`src/inc/gst_consts.svh`:
```
// register offsets, field positions, reset values and codes of the gated timer
`ifndef GST_CONSTS_SVH
`define GST_CONSTS_SVH
// -----------------------------------------------------------------
// register byte offsets
// -----------------------------------------------------------------
`define GST_OFF_CTRL      8'h00
`define GST_OFF_GATE      8'h04
`define GST_OFF_CNT_LOW   8'h08
`define GST_OFF_CNT_HIGH  8'h0C
`define GST_OFF_INT_STAT  8'h10
`define GST_OFF_INT_CLR   8'h14
`define GST_OFF_INT_EN    8'h18
// -----------------------------------------------------------------
// field positions
// -----------------------------------------------------------------
`define GST_CTRL_ON       0
`define GST_CTRL_EXT      1
`define GST_CTRL_SYNCDIS  2
`define GST_CTRL_PS_LO    4
`define GST_CTRL_PS_HI    5
`define GST_GATE_SRC_LO   0
`define GST_GATE_SRC_HI   1
`define GST_GATE_CMPA_SYN 2
`define GST_GATE_CMPB_SYN 3
`define GST_GATE_POL      6
`define GST_GATE_EN       7
`define GST_INT_OVF       0
// -----------------------------------------------------------------
// reset values and codes
// -----------------------------------------------------------------
`define GST_CTRL_RST      8'h00
`define GST_GATE_RST      8'h00
`define GST_INT_RST       1'h0
`define GST_CNT_ZERO      16'h0000
`define GST_CNT_MAX       16'hFFFF
`define GST_CNT_ONE       16'h0001
`define GST_PRE_ZERO      3'h0
`define GST_PRE_ONE       3'h1
`define GST_PS_DIV1       2'h0
`define GST_PS_DIV2       2'h1
`define GST_PS_DIV4       2'h2
`define GST_PS_DIV8       2'h3
`define GST_MASK_DIV1     3'h0
`define GST_MASK_DIV2     3'h1
`define GST_MASK_DIV4     3'h3
`define GST_MASK_DIV8     3'h7
`define GST_SRC_PIN       2'h0
`define GST_SRC_OTHER     2'h1
`define GST_SRC_CMPA      2'h2
`define GST_SRC_CMPB      2'h3
`define GST_RDATA_ZERO    32'h0000_0000
`endif

```
`src/inc/gst_pkg.sv`:
```
// types shared by the gated timer modules
package gst_pkg;
  typedef enum logic [0:0] {
    GST_IDLE   = 1'b0,
    GST_ANSWER = 1'b1
  } gst_bus_state_type;
  typedef logic [1:0]  gst_sel_type;
  typedef logic [15:0] gst_count_type;
endpackage

```
`src/inc/gst_core_if.sv`:
```
// signals between the timer core and its prescaler and gate units
interface gst_core_if;
  logic       tick;
  logic       count_clear;
  logic [1:0] prescale_select;
  logic       ext_select;
  logic       sync_disable;
  logic       gate_enable;
  logic       gate_polarity;
  logic [1:0] gate_source_select;
  logic       comp_a_sync;
  logic       comp_b_sync;
  logic       gate_open;
  modport prescale (input prescale_select, ext_select, sync_disable, count_clear,
                    output tick);
  modport gate (input gate_enable, gate_polarity, gate_source_select,
                comp_a_sync, comp_b_sync, output gate_open);
  modport core (output prescale_select, ext_select, sync_disable, count_clear,
                gate_enable, gate_polarity, gate_source_select, comp_a_sync,
                comp_b_sync, input tick, gate_open);
endinterface

```
`src/logic/gst_prescaler.sv`:
```
// clock source edge detection and 1/2/4/8 prescale counter
`include "gst_consts.svh"
module gst_prescaler (
  input  wire logic   pclk,
  input  wire logic   presetn,
  input  wire logic   clk_en,
  input  wire logic   counter_clock,
  gst_core_if.prescale cif
);
  import gst_pkg::*;
  logic       sync_q1_reg;
  logic       sync_q2_reg;
  logic       sync_prev_reg;
  logic       async_prev_reg;
  logic [2:0] pre_cnt_reg;
  logic [2:0] mask;
  logic       edge_seen;

  // -----------------------------------------------------------------
  // source edges
  // -----------------------------------------------------------------
  // the unsynchronised path is two stages shorter, so a mode change
  // can drop or repeat one edge
  always_ff @(posedge pclk or negedge presetn) begin
    if (!presetn) begin
      sync_q1_reg    <= 1'b0;
      sync_q2_reg    <= 1'b0;
      sync_prev_reg  <= 1'b0;
      async_prev_reg <= 1'b0;
    end else if (clk_en) begin
      sync_q1_reg    <= counter_clock;
      sync_q2_reg    <= sync_q1_reg;
      sync_prev_reg  <= sync_q2_reg;
      async_prev_reg <= counter_clock;
    end
  end

  always_comb begin
    if (!cif.ext_select) begin
      edge_seen = 1'b1;
    end else if (cif.sync_disable) begin
      edge_seen = counter_clock && !async_prev_reg;
    end else begin
      edge_seen = sync_q2_reg && !sync_prev_reg;
    end
  end

  // -----------------------------------------------------------------
  // prescale counter
  // -----------------------------------------------------------------
  always_comb begin
    unique case (cif.prescale_select)
      `GST_PS_DIV1: mask = `GST_MASK_DIV1;
      `GST_PS_DIV2: mask = `GST_MASK_DIV2;
      `GST_PS_DIV4: mask = `GST_MASK_DIV4;
      `GST_PS_DIV8: mask = `GST_MASK_DIV8;
    endcase
  end

  assign cif.tick = edge_seen && ((pre_cnt_reg & mask) == mask) && !cif.count_clear;

  always_ff @(posedge pclk or negedge presetn) begin
    if (!presetn) begin
      pre_cnt_reg <= `GST_PRE_ZERO;
    end else if (clk_en) begin
      if (cif.count_clear) begin
        pre_cnt_reg <= `GST_PRE_ZERO;
      end else if (cif.tick) begin
        pre_cnt_reg <= `GST_PRE_ZERO;
      end else if (edge_seen) begin
        pre_cnt_reg <= pre_cnt_reg + `GST_PRE_ONE;
      end
    end
  end
endmodule

```
`src/logic/gst_gate.sv`:
```
// gate source selection, polarity and optional comparator resampling
`include "gst_consts.svh"
module gst_gate (
  input  wire logic pclk,
  input  wire logic presetn,
  input  wire logic clk_en,
  input  wire logic gate_input_pin,
  input  wire logic other_timer_overflow,
  input  wire logic comparator_a_output,
  input  wire logic comparator_b_output,
  gst_core_if.gate  cif
);
  import gst_pkg::*;
  logic cmp_a_reg;
  logic cmp_b_reg;
  logic cmp_a_level;
  logic cmp_b_level;
  logic src_level;
  logic gate_open_reg;

  always_ff @(posedge pclk or negedge presetn) begin
    if (!presetn) begin
      cmp_a_reg <= 1'b0;
      cmp_b_reg <= 1'b0;
    end else if (clk_en) begin
      cmp_a_reg <= comparator_a_output;
      cmp_b_reg <= comparator_b_output;
    end
  end

  assign cmp_a_level = cif.comp_a_sync ? cmp_a_reg : comparator_a_output;
  assign cmp_b_level = cif.comp_b_sync ? cmp_b_reg : comparator_b_output;

  always_comb begin
    unique case (cif.gate_source_select)
      `GST_SRC_PIN:   src_level = gate_input_pin;
      `GST_SRC_OTHER: src_level = other_timer_overflow;
      `GST_SRC_CMPA:  src_level = cmp_a_level;
      `GST_SRC_CMPB:  src_level = cmp_b_level;
    endcase
  end

  // polarity applies after the mux, so every source gets both senses
  always_ff @(posedge pclk or negedge presetn) begin
    if (!presetn) begin
      gate_open_reg <= 1'b1;
    end else if (clk_en) begin
      gate_open_reg <= !cif.gate_enable || (src_level == cif.gate_polarity);
    end
  end
  assign cif.gate_open = gate_open_reg;
endmodule

```
`src/logic/gst_timer.sv`:
```
// gated 16-bit timer with prescaler, byte-wide count access over apb
`include "gst_consts.svh"
module gst_timer (
  input  wire logic        pclk,
  input  wire logic        presetn,
  input  wire logic        clk_en,
  input  wire logic        psel,
  input  wire logic        penable,
  input  wire logic        pwrite,
  input  wire logic [7:0]  paddr,
  input  wire logic [31:0] pwdata,
  output logic      [31:0] prdata,
  output logic             pready,
  output logic             pslverr,
  input  wire logic        counter_clock,
  input  wire logic        gate_input_pin,
  input  wire logic        other_timer_overflow,
  input  wire logic        comparator_a_output,
  input  wire logic        comparator_b_output,
  input  wire logic        sleep_mode,
  output logic             irq,
  output logic             wake_request
);
  import gst_pkg::*;

  // -----------------------------------------------------------------
  // declarations
  // -----------------------------------------------------------------
  gst_bus_state_type bus_state_reg;
  gst_count_type     count_reg;
  gst_count_type     count_next;
  logic [7:0]        counter_control_reg;
  logic [7:0]        gate_control_reg;
  logic              int_status_reg;
  logic              int_enable_reg;
  logic              int_status_next;
  logic [31:0]       prdata_reg;
  logic              pready_reg;
  logic              pslverr_reg;
  logic              irq_reg;
  logic              wake_reg;
  logic [31:0]       rd_value;
  logic              addr_hit;
  logic              wr_take;
  logic              wr_ctrl;
  logic              wr_gate;
  logic              wr_low;
  logic              wr_high;
  logic              wr_iclr;
  logic              wr_ien;
  logic              run_ok;
  logic              inc;
  logic              wrap;

  gst_core_if cif ();

  // -----------------------------------------------------------------
  // configuration to the units
  // -----------------------------------------------------------------
  assign cif.prescale_select    = counter_control_reg[`GST_CTRL_PS_HI:`GST_CTRL_PS_LO];
  assign cif.ext_select         = counter_control_reg[`GST_CTRL_EXT];
  assign cif.sync_disable       = counter_control_reg[`GST_CTRL_SYNCDIS];
  assign cif.count_clear        = wr_low || wr_high;
  assign cif.gate_enable        = gate_control_reg[`GST_GATE_EN];
  assign cif.gate_polarity      = gate_control_reg[`GST_GATE_POL];
  assign cif.gate_source_select = gate_control_reg[`GST_GATE_SRC_HI:`GST_GATE_SRC_LO];
  assign cif.comp_a_sync        = gate_control_reg[`GST_GATE_CMPA_SYN];
  assign cif.comp_b_sync        = gate_control_reg[`GST_GATE_CMPB_SYN];

  gst_prescaler u_prescaler (
    .pclk          (pclk),
    .presetn       (presetn),
    .clk_en        (clk_en),
    .counter_clock (counter_clock),
    .cif           (cif.prescale)
  );

  gst_gate u_gate (
    .pclk                 (pclk),
    .presetn              (presetn),
    .clk_en               (clk_en),
    .gate_input_pin       (gate_input_pin),
    .other_timer_overflow (other_timer_overflow),
    .comparator_a_output  (comparator_a_output),
    .comparator_b_output  (comparator_b_output),
    .cif                  (cif.gate)
  );

  // -----------------------------------------------------------------
  // apb decode
  // -----------------------------------------------------------------
  // one wait state: pready rises in the cycle after the first access cycle
  always_comb begin
    addr_hit = 1'b1;
    rd_value = `GST_RDATA_ZERO;
    unique case (paddr)
      `GST_OFF_CTRL:     rd_value[7:0] = counter_control_reg;
      `GST_OFF_GATE:     rd_value[7:0] = gate_control_reg;
      `GST_OFF_CNT_LOW:  rd_value[7:0] = count_reg[7:0];
      `GST_OFF_CNT_HIGH: rd_value[7:0] = count_reg[15:8];
      `GST_OFF_INT_STAT: rd_value[`GST_INT_OVF] = int_status_reg;
      `GST_OFF_INT_CLR:  rd_value = `GST_RDATA_ZERO;
      `GST_OFF_INT_EN:   rd_value[`GST_INT_OVF] = int_enable_reg;
      default:           addr_hit = 1'b0;
    endcase
  end

  assign wr_take = clk_en && psel && penable && pwrite && pready_reg && addr_hit;
  assign wr_ctrl = wr_take && (paddr == `GST_OFF_CTRL);
  assign wr_gate = wr_take && (paddr == `GST_OFF_GATE);
  assign wr_low  = wr_take && (paddr == `GST_OFF_CNT_LOW);
  assign wr_high = wr_take && (paddr == `GST_OFF_CNT_HIGH);
  assign wr_iclr = wr_take && (paddr == `GST_OFF_INT_CLR);
  assign wr_ien  = wr_take && (paddr == `GST_OFF_INT_EN);

  always_ff @(posedge pclk or negedge presetn) begin
    if (!presetn) begin
      bus_state_reg <= GST_IDLE;
      pready_reg    <= 1'b0;
      pslverr_reg   <= 1'b0;
      prdata_reg    <= `GST_RDATA_ZERO;
    end else if (clk_en) begin
      unique case (bus_state_reg)
        GST_IDLE: begin
          if (psel && penable) begin
            bus_state_reg <= GST_ANSWER;
            pready_reg    <= 1'b1;
            pslverr_reg   <= !addr_hit;
            prdata_reg    <= pwrite ? `GST_RDATA_ZERO : rd_value;
          end
        end
        GST_ANSWER: begin
          bus_state_reg <= GST_IDLE;
          pready_reg    <= 1'b0;
          pslverr_reg   <= 1'b0;
          prdata_reg    <= `GST_RDATA_ZERO;
        end
      endcase
    end
  end

  // -----------------------------------------------------------------
  // control registers
  // -----------------------------------------------------------------
  always_ff @(posedge pclk or negedge presetn) begin
    if (!presetn) begin
      counter_control_reg <= `GST_CTRL_RST;
    end else if (wr_ctrl) begin
      counter_control_reg <= pwdata[7:0];
    end
  end

  always_ff @(posedge pclk or negedge presetn) begin
    if (!presetn) begin
      gate_control_reg <= `GST_GATE_RST;
    end else if (wr_gate) begin
      gate_control_reg <= pwdata[7:0];
    end
  end

  // -----------------------------------------------------------------
  // counter
  // -----------------------------------------------------------------
  // in sleep only the unsynchronised external source keeps running
  assign run_ok = counter_control_reg[`GST_CTRL_ON]
                  && (!sleep_mode || (cif.ext_select && cif.sync_disable));
  assign inc    = run_ok && cif.tick && cif.gate_open;
  assign wrap   = inc && (count_reg == `GST_CNT_MAX);

  // a byte write wins over a coinciding increment; software should stop
  // the counter first, else the pair may look torn
  always_comb begin
    count_next = count_reg;
    if (inc) begin
      count_next = count_reg + `GST_CNT_ONE;
    end
    if (wr_low) begin
      count_next = {count_reg[15:8], pwdata[7:0]};
    end
    if (wr_high) begin
      count_next = {pwdata[7:0], count_reg[7:0]};
    end
  end

  always_ff @(posedge pclk or negedge presetn) begin
    if (!presetn) begin
      count_reg <= `GST_CNT_ZERO;
    end else if (clk_en) begin
      count_reg <= count_next;
    end
  end

  // -----------------------------------------------------------------
  // interrupt
  // -----------------------------------------------------------------
  // set beats clear in the same cycle so no overflow is lost
  always_comb begin
    int_status_next = int_status_reg;
    if (wr_iclr && pwdata[`GST_INT_OVF]) begin
      int_status_next = 1'b0;
    end
    if (wrap) begin
      int_status_next = 1'b1;
    end
  end

  always_ff @(posedge pclk or negedge presetn) begin
    if (!presetn) begin
      int_status_reg <= `GST_INT_RST;
    end else if (clk_en) begin
      int_status_reg <= int_status_next;
    end
  end

  always_ff @(posedge pclk or negedge presetn) begin
    if (!presetn) begin
      int_enable_reg <= `GST_INT_RST;
    end else if (wr_ien) begin
      int_enable_reg <= pwdata[`GST_INT_OVF];
    end
  end

  always_ff @(posedge pclk or negedge presetn) begin
    if (!presetn) begin
      irq_reg  <= 1'b0;
      wake_reg <= 1'b0;
    end else if (clk_en) begin
      irq_reg  <= int_status_next && int_enable_reg;
      wake_reg <= int_status_next && int_enable_reg && sleep_mode;
    end
  end

  assign prdata       = prdata_reg;
  assign pready       = pready_reg;
  assign pslverr      = pslverr_reg;
  assign irq          = irq_reg;
  assign wake_request = wake_reg;
endmodule

```
`config.mk`:
```
export PLATFORM = sky130hd
export DESIGN_NAME = gst_timer
export DESIGN_NICKNAME = d
export VERILOG_FILES = /design/src/inc/gst_pkg.sv /design/src/inc/gst_core_if.sv /design/src/logic/gst_prescaler.sv /design/src/logic/gst_gate.sv /design/src/logic/gst_timer.sv
export VERILOG_INCLUDE_DIRS = /design/src /design/src/inc
export SDC_FILE = /design/constraint.sdc
export NUM_CORES = 1
export LEC_CHECK = 0
export ABC_CLOCK_PERIOD_IN_PS = 5800
export BUFFER_PORTS_ARGS = -buffer_cell sky130_fd_sc_hd__buf_4
export CORE_MARGIN = 2
export CORE_UTILIZATION = 28
export DETAILED_ROUTE_END_ITERATION = 12
export PLACE_DENSITY = 0.46
export SKIP_CTS_REPAIR_TIMING = 1
export SYNTH_ARGS = -nofsm -noshare
export SYNTH_HDL_FRONTEND = slang
export SYNTH_SLANG_ARGS = --single-unit
```
`constraint.sdc`:
```
create_clock -name pclk -period 5.8 [get_ports pclk]
set_clock_uncertainty 0.05 [all_clocks]
set_input_delay 0.58 -clock pclk [delete_from_list [all_inputs] [get_ports pclk]]
set_output_delay 0.58 -clock pclk [all_outputs]
set_load 0.03 [all_outputs]
```
---- After elaboration in Yosys (flattened, before gate mapping) ----
Cells that the tools add are included.
cells by class
  add/subtract/negate cells ............... 2
  eq/ne operators ......................... 17
  multiplexer cells ....................... 26
  bitwise operators ....................... 3
  reduce and logical (&&, ||, !) cells .... 44
operator list
  operator                                                               count
  32-bit case mux with 2 select lines                                    1
  16-bit two-way mux                                                     3
  32-bit two-way mux                                                     1
  7-bit case mux with 4 select lines                                     1
  8-bit by 5-bit equality test with 1-bit output, second input constant  3
  1-bit logical AND                                                      24
  16-bit by 1-bit adder with 16-bit output, second input constant        1
  16-bit equality test, second input constant                            1
  8-bit by 4-bit equality test with 1-bit output, second input constant  2
  3-bit case mux with 4 select lines                                     1
  1-bit two-way mux                                                      10
  3-bit two-way mux                                                      3
  2-bit equality test, second input constant                             4
  8-bit by 3-bit equality test with 1-bit output, second input constant  1
  8-bit logical NOT                                                      1
  8-bit two-way mux                                                      1
  7-bit OR reduction                                                     1
  1-bit logical NOT                                                      6
  1-bit case mux with 2 select lines                                     3
  1-bit case mux with 6 select lines                                     1
  3-bit AND reduction                                                    2
  2-bit by 1-bit equality test with 1-bit output, second input constant  2
  2-bit logical NOT                                                      2
  1-bit case mux with 4 select lines                                     1
  11 further kinds                                                       16
storage, ports and cells
  bits in registers ....................... 80
  bits of input ports ..................... 52
  output and inout bits ................... 36
  word-level logic and storage cells ...... 111

---- Logic depth before layout (Yosys ltp) ----
  word-level depth ........................ 15
  mapped depth ............................ 8
  mapped depth without buffers ............ 7

---- Modules after synthesis ----
Synthesis repeated with hierarchy kept, for this count alone.
unflattened totals
  cells, all modules ...................... 352
  area total of the unflattened synthesis .. 3453.3 um^2
by module, submodules not included
  module         instances  cells each  area each (um^2)  seq. area each (um^2)
  gst_timer      1          302         2904.0            1176.1
  gst_prescaler  1          39          382.9             150.1
  gst_gate       1          11          166.4             76.3

---- Least setup slack after synthesis ----
OpenSTA, ideal clock, no wires.
  path type ............................... input to register
  start ................................... input port paddr[1]
  end ..................................... register count_reg[5]
  library setup time ...................... 0.124 ns
  data arrival time ....................... 2.461 ns
  required time ........................... 5.626 ns
  setup slack ............................. 3.165 ns
  cell stages on the path ................. 6
  path buffers ............................ 1
  cell sequence ........................... or4_4 > or3_4 > or4_4 > buf_6 > o211a_1 > a211o_1
between the ends
  longest elaborated chain between the ends .. 12
  elaborated cells between the ends (all ways) .. 21
  classes of those cells .................. eq/ne (6); mux (2); bitwise (1); reduce/logical (12)
RTL lines
  element                                                                       RTL line                            text
  start: declaration                                                            gst_timer.sv:10                     input wire logic [7:0] paddr,
  8-bit by 3-bit equality test with 1-bit output, or another cell as far along  gst_timer.sv:96                     unique case (paddr)
  7-bit OR reduction (no line)                                                  -
  1-bit two-way mux                                                             gst_timer.sv:96
  1-bit logical AND                                                             gst_timer.sv:108                    assign wr_take = clk_en && psel && penable && pwrite && pready_reg && addr_hit;
  1-bit logical AND (on tied branches)                                          gst_timer.sv:111, gst_timer.sv:112
  1-bit logical OR                                                              gst_timer.sv:63                     assign cif.count_clear = wr_low || wr_high;
  1-bit logical NOT                                                             gst_prescaler.sv:60                 assign cif.tick = edge_seen && ((pre_cnt_reg & mask) == mask) && !cif.count_clear;
  1-bit logical AND                                                             gst_prescaler.sv:60
  1-bit logical AND (2 in series)                                               gst_timer.sv:167                    assign inc = run_ok && cif.tick && cif.gate_open;
  2-bit nonzero test (no line)                                                  -
  3-bit AND reduction (no line)                                                 -
  end signal: assignment                                                        gst_timer.sv:187                    count_reg <= `GST_CNT_ZERO;
  end signal: assignment                                                        gst_timer.sv:189                    count_reg <= count_next;
  end: declaration                                                              gst_timer.sv:30                     gst_count_type count_reg;
Several ways; a longest one is shown, not always the timed one. The select of a mux whose other input is x is not followed.
A chain may end at the register's enable or synchronous reset.

---- Final worst setup path ----
  start ................................... input port paddr[1]
  end ..................................... register counter_control_reg[3]
between the ends
  longest elaborated chain between the ends .. 5
  elaborated cells between the ends (all ways) .. 11
  classes of those cells .................. eq/ne (6); mux (1); reduce/logical (4)
RTL lines
  element                                                                       RTL line          text
  8-bit by 3-bit equality test with 1-bit output, or another cell as far along  gst_timer.sv:96
  7-bit OR reduction (no line)                                                  -
  1-bit two-way mux                                                             gst_timer.sv:96
  1-bit logical AND                                                             gst_timer.sv:108
  1-bit logical AND (*)                                                         gst_timer.sv:109  assign wr_ctrl = wr_take && (paddr == `GST_OFF_CTRL);
  end signal: assignment                                                        gst_timer.sv:147  counter_control_reg <= `GST_CTRL_RST;
  end signal: assignment                                                        gst_timer.sv:149  counter_control_reg <= pwdata[7:0];
  end: declaration                                                              gst_timer.sv:32   logic [7:0] counter_control_reg;
Every way passes the cells marked *; elsewhere a longest branch is shown, timed or not.

==> results.sh <==
export IMPL_status="finished clean"
export IMPL_post_route_period_util_pct=53.6
export IMPL_fillers=1119
export IMPL_synth_top_area_cell="dfrtp_1"
export IMPL_max_vdd_ir_drop_v=0.000132
export IMPL_max_cap_viol_count=0
export IMPL_grt_total_usage_pct=14.0
export IMPL_dp_cells=464
export IMPL_gp_congestion=0.837
export IMPL_yosysMostFrequentCell="dfrtp_1"
export IMPL_async_flop_share_pct=100
export IMPL_hold_viol=0
export IMPL_row_count=38
export IMPL_yosysWarnings=0
export IMPL_grt_pass1_wl_mm=13.5
export IMPL_wl_mm=8.41
export IMPL_rsz0062_at_grt="no"
export IMPL_slew_viol_final=0
export IMPL_slew_headroom_pct=24.8
export IMPL_grt_overflow=0
export IMPL_io_buffers=39
export IMPL_cts_sinks=56
export IMPL_yosysTopAreaCellShare_pct=43.3
export IMPL_area_growth_pct=15.5
export IMPL_die_w_um=111
export IMPL_worstSetupEndpointType="register"
export IMPL_drc_errors=0
export IMPL_synth_cells=298
export IMPL_finalSetupViolations=0
export IMPL_synth_area_per_cell_um2=10.7
export IMPL_final_util_pct=33.6
export IMPL_fin_cells=472
export IMPL_period_needed_ns=3.11
export IMPL_cts_max_level=2
export IMPL_dieHeight_um=111
export IMPL_io_pins=88
export IMPL_cts_root_buffer="clkbuf_16"
export IMPL_cts_inserted_buffers=5
export IMPL_cp_data_arrival_time_ns=3.24
export IMPL_worstSetupPathType="in -> reg"
export IMPL_antenna_found_initial=0
export IMPL_post_dp_cell_area_um2=3500
export IMPL_tritoncts="yes"
export IMPL_synth_common_cells="dfrtp_1, buf_4, mux2_2, a21oi_1, nand2_1"
export IMPL_dr_pass1_iters=4
export IMPL_yosys_top_cells_area="dfrtp_1, mux2_2, mux4_2"
export IMPL_ys_seq_elements=56
export IMPL_stdcell_area_um2=3670
export IMPL_drive_gt1_share_pct=26.8
export IMPL_grt_pass1_vias=2452
export IMPL_critPathLaunchType="input port"
export IMPL_dieArea_um2=12200
export IMPL_grt_max_degree=57
export IMPL_hp_class="in -> async"
export IMPL_netlist_cell_type_count=57
export IMPL_num_antenna_cells=0
export IMPL_ys_seq_area_share_pct=44.1
export IMPL_detail_route_wl_per_cell_um=17.8
export IMPL_worstSkewPairLatency_ns=0.29
export IMPL_finalNetCount=385
export IMPL_viasPerCell=5.27
export IMPL_max_freq_mhz=322
export IMPL_ant_nets=0
export IMPL_dp_hpwl_mm=6.10
export IMPL_clock_path_buffers=2
export IMPL_cp_required_ns=5.93
export IMPL_num_vias=2488
export IMPL_yosys_most_used_dff="dfrtp_1"
export IMPL_power_leakage_nw=1.59
export IMPL_start_util_pct=29.1
export IMPL_pwr_density_cell_nw_per_um2=249
export IMPL_synth_edf_count=0
export IMPL_drt_iter0_drc=203
export IMPL_core_um2=10900
export IMPL_worstMarginPinSlew_ns=1.13
export IMPL_clk_pin_slew_worst_paths_ns=0.08
export IMPL_fin_tns_setup_ns=0
export IMPL_largest_reg_flops=16
export IMPL_syn_cell_area_um2=3180
export IMPL_worstPathMaxFanout=9
layout make-up:
cell class | count | area, um2 | share of cell area [%]
clock buffers | 5 | 125 | 3.41
clock inverters | 3 | 46.3 | 1.26
inverters | 5 | 18.8 | 0.511
multi-input cells | 224 | 1610 | 43.8
flip-flops and latches | 56 | 1400 | 38.2
well taps | 140 | 175 | 4.77
repair buffers | 39 | 293 | 7.98
through the flow:
stage          hold slack [ns]  worst slack [ns]  power [mW]
3_5_place_dp             0.402              2.45       0.570
5_1_grt                  0.343              2.59       0.960
6_report                 0.292              2.69       0.914
2_1_floorplan            0.234              3.16       0.531
4_1_cts                  0.328              2.75       0.924
3_3_place_gp             0.394              2.45       0.569
worst max-delay path, cell delays in order:
cell and delay [ns]:
buf_4 0.11, or4_4 0.54, or2_2 0.34, nor4_1 0.31
nor2b_1 0.93, mux2_2 0.42
layer usage:
metal	track usage, %	wire (um)	part of all wire, %
met4	4.67	158	1.9
met5	0	0	0
met3	2.58	380	4.5
met1	19.7	4080	48
met2	21.8	3800	45
power by group:
part,internal [mW],leakage (nW),switching [mW]
Combinational,0.0501,0.784,0.0818
Clock,0.206,0.0804,0.147
Sequential,0.410,0.731,0.0190
Total,0.666,1.59,0.248
cells by family after synthesis:
family,count (synthesis),synth area share [%]
AO/OA/AOI/OAI,80,17.6
XOR/XNOR,3,0.827
adder cells (fa/ha/maj),2,0.787
buffers and inverters,41,7.95
flip-flops,56,44.1
multiplexers,36,15.8
other,1,0.118
AND/OR/NAND/NOR,79,12.8
path summary, 6_finish.rpt:
kind                                          from                         end  slack, ns  cells past startpoint
max                                       paddr[1]      counter_control_reg[3]       2.69                      6
min in group pclk              gate_control_reg[7]        u_gate.cif.gate_open       0.41                      1
max reg2reg                u_prescaler.sync_q2_reg               count_reg[12]       3.16                      6
min reg2reg                    gate_control_reg[7]        u_gate.cif.gate_open       0.41                      1
max in group asynchronous                  presetn  u_prescaler.pre_cnt_reg[1]       4.91                      1
min                                        presetn     u_prescaler.sync_q2_reg       0.29                      1
placed cells by master, fill, tap and decap left out, drive strengths merged, types with 4 or more instances in the layout:
cell,n
a21oi,21
a31oi,4
a32o,8
and3,4
buf,39
clkbuf,5
conb,24
dfrtp,55
inv,6
mux2,23
mux2i,4
mux4,9
nand2,20
nand3,13
nor2,15
nor3,6
nor4,5
o21ai,17
No activity file was read; power rests on OpenSTA's default activity.
